[src/pkg/uvf_pkg.sv]
/*
 * Constants shared by the sag force limit and overload protection logic.
 * Assumes a 40 MHz system clock and digitised bus voltage and current.
 */
package uvf_pkg;
    localparam int ClkHz = 40000000;
    localparam int MsPerSec = 1000;
    localparam int CyclesPerMs = ClkHz / MsPerSec;
    localparam logic [9:0] SagThresholdVolts = 10'd200;
    localparam logic [1:0] ModeOffRst = 2'h0;
    localparam logic [6:0] SagLimitRst = 7'd50;
    localparam logic [6:0] SagLimitMax = 7'd100;
    localparam logic [9:0] ReleaseMsRst = 10'd100;
    localparam logic [9:0] ReleaseMsMax = 10'd1000;
    localparam logic [6:0] WarnFracRst = 7'd20;
    localparam logic [6:0] DerateRst = 7'd100;
    localparam logic [6:0] DerateMin = 7'd10;
    localparam logic [6:0] FullPercent = 7'd100;

    typedef enum logic [1:0] {
        UVF_OFF = 2'b00,
        UVF_HOST = 2'b01,
        UVF_SELF = 2'b10
    } uvf_mode_e;

    typedef enum logic [1:0] {
        UVF_NORMAL = 2'b00,
        UVF_LIMIT = 2'b01,
        UVF_RELEASE = 2'b10
    } uvf_state_e;
endpackage

[src/verilog/uvf_protect.sv]
/*
 * Sag force limiting and motor overload detection for a linear servo drive.
 * Assumes busVolts, motorCurrent and the settings come from asynchronous
 * sources; each is passed through two flip-flops before use.
 */
// What this block does
// - Flag low voltage when bus is at or below 200 V; limit current.
// - Low voltage only warns and limits; it never raises an alarm.
// - Independent mode: own limit on warning, released over set time.
// - Mode 0 off, 1 host limits, 2 internal limit; latched at restart.
// - Sag force limit 0..100 percent, default 50, applies immediately.
// - Release time 0..1000 ms, 1 ms steps, default 100, immediate.
// - Overload warning at set fraction of alarm time, 1..100, default 20.
// - Warning output asserts when overload warning detected.
// - Overload accumulation starts above base current times derating.
// - Derating 10..100 percent, default 100, latched at restart.
// - Derating shifts warning time since warning is fraction of alarm.
// - Instantaneous alarm uses fixed level, ignores warning and derating.
`timescale 1ns/1ps
module uvf_protect #(
    parameter int CurW = 16,
    parameter int AccW = 32,
    parameter logic [AccW-1:0] AlarmLevel = 32'd40000000,
    parameter int CyclesPerMs = uvf_pkg::CyclesPerMs
) (
    // Clock and reset
    input wire logic clk,
    input wire logic rst,
    // Settings
    input wire logic [1:0] lowVoltageFunctionSetting,
    input wire logic [6:0] sagForceLimitSetting,
    input wire logic [9:0] sagLimitReleaseTime,
    input wire logic [6:0] overloadWarningFraction,
    input wire logic [6:0] baseCurrentDerating,
    // Measurements
    input wire logic [9:0] busVolts,
    input wire logic [CurW-1:0] motorCurrent,
    input wire logic [CurW-1:0] motorBaseCurrent,
    input wire logic [CurW-1:0] instantLevel,
    // Status toward the host
    output logic lowVoltWarn,
    output logic [6:0] forceLimitPct,
    output logic overloadWarn,
    output logic overloadAlarm,
    output logic instantAlarm
);
    logic [9:0] voltS1_q, voltS2_q;
    logic [CurW-1:0] curS1_q, curS2_q, baseS1_q, baseS2_q, instS1_q, instS2_q;
    logic [1:0] modeS1_q, modeS2_q;
    logic [6:0] limS1_q, limS2_q, fracS1_q, fracS2_q, derS1_q, derS2_q;
    logic [9:0] relS1_q, relS2_q;

    always_ff @(posedge clk or posedge rst) begin
        if (rst) begin
            voltS1_q <= '0;
            voltS2_q <= '0;
            curS1_q <= '0;
            curS2_q <= '0;
            baseS1_q <= '0;
            baseS2_q <= '0;
            // Idle at the top of the range: zero current after reset
            // must not meet the level and trip the alarm at once.
            instS1_q <= '1;
            instS2_q <= '1;
            modeS1_q <= uvf_pkg::ModeOffRst;
            modeS2_q <= uvf_pkg::ModeOffRst;
            limS1_q <= uvf_pkg::SagLimitRst;
            limS2_q <= uvf_pkg::SagLimitRst;
            relS1_q <= uvf_pkg::ReleaseMsRst;
            relS2_q <= uvf_pkg::ReleaseMsRst;
            fracS1_q <= uvf_pkg::WarnFracRst;
            fracS2_q <= uvf_pkg::WarnFracRst;
            derS1_q <= uvf_pkg::DerateRst;
            derS2_q <= uvf_pkg::DerateRst;
        end else begin
            voltS1_q <= busVolts;
            voltS2_q <= voltS1_q;
            curS1_q <= motorCurrent;
            curS2_q <= curS1_q;
            baseS1_q <= motorBaseCurrent;
            baseS2_q <= baseS1_q;
            instS1_q <= instantLevel;
            instS2_q <= instS1_q;
            modeS1_q <= lowVoltageFunctionSetting;
            modeS2_q <= modeS1_q;
            limS1_q <= sagForceLimitSetting;
            limS2_q <= limS1_q;
            relS1_q <= sagLimitReleaseTime;
            relS2_q <= relS1_q;
            fracS1_q <= overloadWarningFraction;
            fracS2_q <= fracS1_q;
            derS1_q <= baseCurrentDerating;
            derS2_q <= derS1_q;
        end
    end

    // Clamp a percentage into a range.
    function automatic logic [6:0] clampPct(input logic [6:0] v,
                                            input logic [6:0] lo,
                                            input logic [6:0] hi);
        if (v < lo) begin
            return lo;
        end
        if (v > hi) begin
            return hi;
        end
        return v;
    endfunction

    // Restart-latched settings: captured on the third cycle after reset release,
    // after the synchronisers have filled.
    logic [1:0] latchCnt_q, latchCnt_d;
    logic [1:0] mode_q, mode_d;
    logic [6:0] derate_q, derate_d;

    always_comb begin
        latchCnt_d = latchCnt_q;
        mode_d = mode_q;
        derate_d = derate_q;
        if (latchCnt_q != 2'h3) begin
            latchCnt_d = latchCnt_q + 2'h1;
            if (latchCnt_q == 2'h2) begin
                // Illegal code 3 falls back to detection off.
                mode_d = (modeS2_q == 2'h3) ? uvf_pkg::ModeOffRst
                                            : modeS2_q;
                derate_d = clampPct(derS2_q, uvf_pkg::DerateMin,
                                    uvf_pkg::FullPercent);
            end
        end
    end

    always_ff @(posedge clk or posedge rst) begin
        if (rst) begin
            latchCnt_q <= 2'h0;
            mode_q <= uvf_pkg::ModeOffRst;
            derate_q <= uvf_pkg::DerateRst;
        end else begin
            latchCnt_q <= latchCnt_d;
            mode_q <= mode_d;
            derate_q <= derate_d;
        end
    end

    // Sag detection and internal force limit.
    uvf_pkg::uvf_state_e state_q, state_d;
    logic warn_q, warn_d;
    logic [6:0] limit_q, limit_d;
    logic [6:0] step_q, step_d;
    logic [25:0] tick_q, tick_d;
    logic [9:0] msCnt_q, msCnt_d;
    logic [6:0] sagPct;
    logic [16:0] rampPct;
    logic sag;

    always_comb begin
        sagPct = clampPct(limS2_q, 7'h0, uvf_pkg::SagLimitMax);
        sag = (mode_q != uvf_pkg::UVF_OFF)
            && (voltS2_q <= uvf_pkg::SagThresholdVolts);
        state_d = state_q;
        tick_d = tick_q;
        msCnt_d = msCnt_q;
        step_d = step_q;
        // Warning only; no alarm is ever raised for a sag.
        warn_d = sag;
        rampPct = '0;
        limit_d = uvf_pkg::FullPercent;
        unique case (state_q)
            uvf_pkg::UVF_NORMAL: begin
                if (sag && mode_q == uvf_pkg::UVF_SELF) begin
                    state_d = uvf_pkg::UVF_LIMIT;
                end
            end
            uvf_pkg::UVF_LIMIT: begin
                limit_d = sagPct;
                if (!sag) begin
                    state_d = uvf_pkg::UVF_RELEASE;
                    step_d = sagPct;
                    tick_d = '0;
                    msCnt_d = '0;
                end
            end
            uvf_pkg::UVF_RELEASE: begin
                if (sag) begin
                    state_d = uvf_pkg::UVF_LIMIT;
                    limit_d = sagPct;
                end else if (msCnt_q >= relS2_q
                             || relS2_q > uvf_pkg::ReleaseMsMax) begin
                    state_d = uvf_pkg::UVF_NORMAL;
                end else begin
                    // Linear ramp from the clamped value to full.
                    rampPct = 17'(step_q) + 17'((17'(uvf_pkg::FullPercent
                        - step_q) * 17'(msCnt_q)) / 17'(relS2_q));
                    limit_d = rampPct[6:0];
                    if (tick_q == 26'(CyclesPerMs - 1)) begin
                        tick_d = '0;
                        msCnt_d = msCnt_q + 10'h1;
                    end else begin
                        tick_d = tick_q + 26'h1;
                    end
                end
            end
            default: state_d = uvf_pkg::UVF_NORMAL;
        endcase
    end

    always_ff @(posedge clk or posedge rst) begin
        if (rst) begin
            state_q <= uvf_pkg::UVF_NORMAL;
            warn_q <= 1'b0;
            limit_q <= uvf_pkg::FullPercent;
            step_q <= '0;
            tick_q <= '0;
            msCnt_q <= '0;
        end else begin
            state_q <= state_d;
            warn_q <= warn_d;
            limit_q <= limit_d;
            step_q <= step_d;
            tick_q <= tick_d;
            msCnt_q <= msCnt_d;
        end
    end

    // Overload accumulation. Above the derated base current the excess is
    // integrated; below it the accumulator bleeds down by the deficit.
    logic [AccW-1:0] acc_q, acc_d;
    logic olWarn_q, olWarn_d, olAlarm_q, olAlarm_d, inst_q, inst_d;
    logic [CurW+6:0] deratedBase;
    logic [AccW+6:0] warnLevel;
    logic [6:0] fracPct;

    always_comb begin
        deratedBase = ((CurW+7)'(baseS2_q) * (CurW+7)'(derate_q))
            / (CurW+7)'(uvf_pkg::FullPercent);
        fracPct = clampPct(fracS2_q, 7'h1, uvf_pkg::FullPercent);
        // Warning level is a fraction of AlarmLevel on the same accumulator,
        // so derating moves the warning as well.
        warnLevel = ((AccW+7)'(AlarmLevel) * (AccW+7)'(fracPct))
            / (AccW+7)'(uvf_pkg::FullPercent);
        acc_d = acc_q;
        if ((CurW+7)'(curS2_q) > deratedBase) begin
            if (acc_q < AlarmLevel) begin
                acc_d = acc_q + AccW'((CurW+7)'(curS2_q) - deratedBase);
            end
        end else if (acc_q > AccW'(deratedBase - (CurW+7)'(curS2_q))) begin
            acc_d = acc_q - AccW'(deratedBase - (CurW+7)'(curS2_q));
        end else begin
            acc_d = '0;
        end
        olWarn_d = (AccW+7)'(acc_q) >= warnLevel;
        olAlarm_d = olAlarm_q || (acc_q >= AlarmLevel);
        // Fixed level, independent of both settings.
        inst_d = inst_q || (curS2_q >= instS2_q);
    end

    always_ff @(posedge clk or posedge rst) begin
        if (rst) begin
            acc_q <= '0;
            olWarn_q <= 1'b0;
            olAlarm_q <= 1'b0;
            inst_q <= 1'b0;
        end else begin
            acc_q <= acc_d;
            olWarn_q <= olWarn_d;
            olAlarm_q <= olAlarm_d;
            inst_q <= inst_d;
        end
    end

    assign lowVoltWarn = warn_q;
    assign forceLimitPct = limit_q;
    assign overloadWarn = olWarn_q;
    assign overloadAlarm = olAlarm_q;
    assign instantAlarm = inst_q;
endmodule // uvf_protect

[config.mk]
export PLATFORM = sky130hd
export DESIGN_NAME = uvf_protect
export DESIGN_NICKNAME = d
export VERILOG_FILES = /design/src/pkg/uvf_pkg.sv /design/src/verilog/uvf_protect.sv
export SDC_FILE = /design/constraint.sdc
export NUM_CORES = 2
export LEC_CHECK = 0
export BUFFER_PORTS_ARGS = -buffer_cell sky130_fd_sc_hd__buf_2
export CORE_MARGIN = 2
export CORE_UTILIZATION = 52
export DETAILED_ROUTE_END_ITERATION = 10
export PLACE_DENSITY = 0.71
export SYNTH_ARGS = -nofsm -noshare
export SYNTH_HDL_FRONTEND = slang
export SYNTH_SLANG_ARGS = --single-unit
[constraint.sdc]
create_clock -name clk -period 43 [get_ports clk]
set_input_delay 4.3 -clock clk [delete_from_list [all_inputs] [get_ports clk]]
set_output_delay 4.3 -clock clk [all_outputs]
set_load 0.01 [all_outputs]
* After elaboration in Yosys (flattened, before gate mapping) *
Index checks and enable logic that the tools add are counted.

storage, ports and cells
  output and inout bits = 11
  flip-flop bits (word level) = 281
  input bits = 93
  logic and storage cells = 136

operators by class
  multiplexer cells = 47
  div/mod/pow operators = 3
  order comparisons = 15
  add/subtract/negate cells = 9
  multiply operators = 3
  bitwise operators = 1
  equal/unequal tests = 14
  reductions and logical operators = 13

operators by type and width
  kind                   number
  $mux 26                4
  $mux 7                 14
  $mux 32                3
  $pmux 26 s2            1
  $mux 10                4
  $div 33x7->39 const B  1
  $ge 32x39->1           1
  $add 32x32->32         1
  $ge 32x26->1 const B   1
  $gt 32x32->1           1
  $lt 32x26->1 const B   1
  $sub 32x32->32         1
  $add 26x1->26 const B  1
  $eq 26x16->1 const B   1
  $mul 17x7->24 const A  1
  $sub 16x23->24         1
  $sub 23x16->24         1
  $div 23x7->23 const B  1
  $gt 16x23->1           1
  $mul 16x7->23          1
  $gt 7x7->1 const B     3
  $pmux 10 s2            1
  $div 17x10->17         1
  $mul 8x11->17          1
  other kinds (28)       58

* Depth between registers and ports, before layout *
  depth after elaboration = 9
  gate-level depth with buffers = 245
  mapped depth without buffers = 228

* Worst setup path after synthesis *
OpenSTA, ideal clock, no wires.

  path kind = register -> register
  from = register step_q[0]
  to = register limit_q[6], in the netlist forceLimitPct[6]
  setup slack = -0.904 ns
  data required time = 42.911 ns
  arrival time = 43.815 ns
  setup time = 0.089 ns
  stages on the path, launching flop included = 236
  cells stage by stage = dfrtp_1 clkbuf_1 inv_1 ha_1 inv_1 a21o_1 o21ai_0 xor2_1 nand2_1 fa_1 fa_1 fa_1 inv_1 fa_1 ha_1 inv_1 nor2_1 nor2_1 [... 200 more ...] nor2b_1 o21ai_0 nand2b_1 a211oi_1 nand4_1 ha_1 inv_1 fa_1 nor2b_1 o21ai_0 nand2b_1 a21o_1 a21oi_1 xnor2_1 xnor2_1 nand2_1 a31oi_1 o21ai_0

between the ends
  word-level cells in the longest chain between the ends = 7

ends and longest elaborated chain
  element                   line                text
  start: declaration        uvf_protect.sv:148  logic [6:0] step_q, step_d;
  start signal: assignment  uvf_protect.sv:218  step_q <= step_d;
  $sub 7x7->8               uvf_protect.sv:192  - step_q) * 17'(msCnt_q)) / 17'(relS2_q));
  $mul 8x11->17             uvf_protect.sv:192
  $div 17x10->17            uvf_protect.sv:192
  $add 7x7->7 (*)           uvf_protect.sv:191  rampPct = 17'(step_q) + 17'((17'(uvf_pkg::FullPercent
  $mux 7 (*)                uvf_protect.sv:186  end else if (msCnt_q >= relS2_q
  $mux 7 (*)                uvf_protect.sv:183  if (sag) begin
  $pmux 7 s2 (*)            uvf_protect.sv:167  unique case (state_q)
  via limit_d[6]            uvf_protect.sv:147  logic [6:0] limit_q, limit_d;
  end signal: assignment    uvf_protect.sv:210  limit_q <= uvf_pkg::FullPercent;
  end signal: assignment    uvf_protect.sv:217  limit_q <= limit_d;
  end: declaration          uvf_protect.sv:147

Mark *: on every way through the listed nets, which the timed path passes. The rest lies on a longest branch.
A chain may end at the register's enable or synchronous reset.

* Worst setup path in the final report *
Ends and elaborated chain as after synthesis.

==> reports/qor.yml <==
floorplanning:
  io_pins: 104
  die_area_um2: 75200
  start_util_pct: 52.3
  fp.coreArea_um2: 72600
  die_w_um: 274
  row_count: 99
  fp.dieH_um: 274
sta:
  min_period_ns: 41.20
  min_period_over_period_pct: 95.8
  hold_viol: 0
  worst_pin_slew_ns: 1.14
  relSlewSlack_pct: 21.7
  drv_slew: 0
  fmax_mhz: 24.3
  setup_violations: 0
  finClkSkew_ns: 0.0283
cells_and_area:
  layoutNonFillerInstCount: 5681
  layout.nets: 5366
  diodes: 0
  final_common_cell: "nand2_1"
  area_growth_pct: 8.57
  drive_gt1_share_pct: 11.6
  fillers: 6704
  final_cell_mix: "nand2_1 (438), ha_1 (436), inv_1 (364), a21oi_1 (272), nor2_1 (265)"
  ff_latch_area_um2: 7110
  multi_input_area_um2: 29100
logic_synthesis:
  ys_ff_latch: 281
  yosysWarnings: 0
  synth_edf_count: 0
  ys.flop_type: "dfrtp_1"
  synthArstFlopShare_pct: 100
  syn_inst: 4615
  synth_cell_type_count: 134
  yosysSeqAreaShare_pct: 18.7
  avgSynthCellArea_um2: 8.23
  synth_nets: 5285
  netlist_area_um2: 38000
global_route:
  grt_pass1_wl_mm: 152
  grt_usage_pct: 23.7
  antenna_found_initial: 0
  grt_start_max_net_pins: 88
  grt_pass1_vias: 31500
  globalRouteOverflowTotal: 0
setup_path:
  worst_ep_arrival_time_ns: 41.68
  startpoint_type: "flip-flop"
  crit_slowest_cell: "or4b_2"
  cp_slowest_stage_delay_ns: 0.62
  r2r_cells: 228
  critical_path_class: "flip-flop to flip-flop"
  worstPathRequired_ns: 43.48
  worstReg2RegStart: "step_q[0]"
  path_max_fanout: 11
  crit_top_cell: "o21a_1"
  crit_start: "step_q[0]"
  worst_setup_path_end_kind: "flip-flop"
clocking:
  hold_buffers: 0
  htreeDepth: 2
  tritoncts: "built"
  cts_root_buf: "clkbuf_16"
  clkSinkCount: 281
  insertion_delay_ns: 0.57
  clock_tree.buffer_depth: 3
  cts.clk_slew.worst_paths_ns: 0.06
  cts_buffers: 35
placement:
  port_buffers: 103
  hpwl_mm: 70.3
  gp_congestion: 0.924
  place_inst: 5554
detailed_routing:
  dr.pass1.iters: 6
  drtAntennaViolNets: 0
  drtIter0Drc: 2205
  post-route-drc-count: 0
  totalWireLength_mm: 92.0
  vias_per_cell: 6.03
  vias: 34200
  wl_per_cell_um: 16.2
hold_path:
  holdPathStages: 0
  hold_class: "flip-flop to flip-flop"
  min_from: "fracS1_q[0]"
run_status:
  status: "finished, final reports clean"
flow_run:
  maxCapViolCount: 0
==> critical path, delay by kind of cell (launching register included) <==
kind / cells / cell delay (ns)
compound gates: 132 / 22.84
xor+xnor: 4 / 0.61
fa+ha+maj: 25 / 7.60
buf+inv: 10 / 0.99
flops: 1 / 0.45
mux: 5 / 1.22
simple gates: 52 / 7.31
==> per-stage QoR <==
stage / hold WS [ns] / area, µm² / setup slack, ns / utilization [%] / setup TNS (ns)
4_1_cts: 0.347 / 40500 / 0.0212 / 55.7 / 0
5_1_grt: 0.351 / 41200 / -0.630 / 56.8 / -0.902
6_report: 0.344 / 41200 / 1.80 / 56.8 / 0
3_5_place_dp: 0.335 / 39300 / -0.746 / 54.1 / -1.32
2_1_floorplan: 0.331 / 38000 / 0.103 / - / 0
3_3_place_gp: 0.332 / 39300 / 0.662 / 54.1 / 0
==> kinds of logic after synthesis <==
group	synth area share, %
simple gates	19.9
flops	18.7
fa+ha+maj	22.1
xor+xnor	5.86
compound gates	25.6
buf+inv	5.38
mux	2.46
==> per-layer routing <==
layer	GRT usage [%]	part of all wire, %
met5	0	0
met4	5.52	2.0
met3	2.32	4.2
met2	39.1	46
met1	33.4	47
==> synth_stat cells (118+ instances only) <==
master	count	area share (%)
a21o_1	138	2.7
a21oi_1	280	3.7
dfrtp_1	221	15
fa_1	138	7.3
ha_1	439	14
inv_1	366	3.6
nand2_1	440	4.4
nor2_1	273	2.7
nor3_1	165	2.2
o21a_1	118	2.3
o21ai_0	210	2.8
xnor2_1	161	3.7
==> layout make-up <==
class,count,area share [%]
Multi-Input combinational cell,3812,70.7
Sequential cell,281,17.2
Inverter,372,3.41
Timing Repair Buffer,194,2.98
Tap cell,959,2.91
Clock buffer,44,2.33
Clock inverter,19,0.443
==> timing repair <==
| action | in CTS | in global routing |
|---|---|---|
| buffers inserted | 0 | 62 |
| endpoints found under the setup margin | 6 | 7 |
| pin swaps | 0 | 56 |
| resized for setup | 7 | 90 |
| cloned | 0 | 2 |
==> registers in the layout (all words and copies together) (netlist names), 16 cells and up <==
signal,count
acc_q,32
baseS1_q,16
baseS2_q,16
curS1_q,16
curS2_q,16
instS1_q,16
instS2_q,16
tick_q,26
==> worst paths after layout <==
kind / slack [ns] / endpoint
setup / recovery: 1.80 / forceLimitPct[6]
hold / removal: 0.34 / fracS2_q[0]
setup reg to reg: 1.80 / forceLimitPct[6]
hold reg to reg: 0.34 / fracS2_q[0]
max in group asynchronous: 37.03 / baseS2_q[12]
min in group asynchronous: 3.77 / fracS2_q[6]
Power is left out: the tool's default activity adds up to more than one toggle a clock period on the data nets, which glitch-free logic cannot reach.
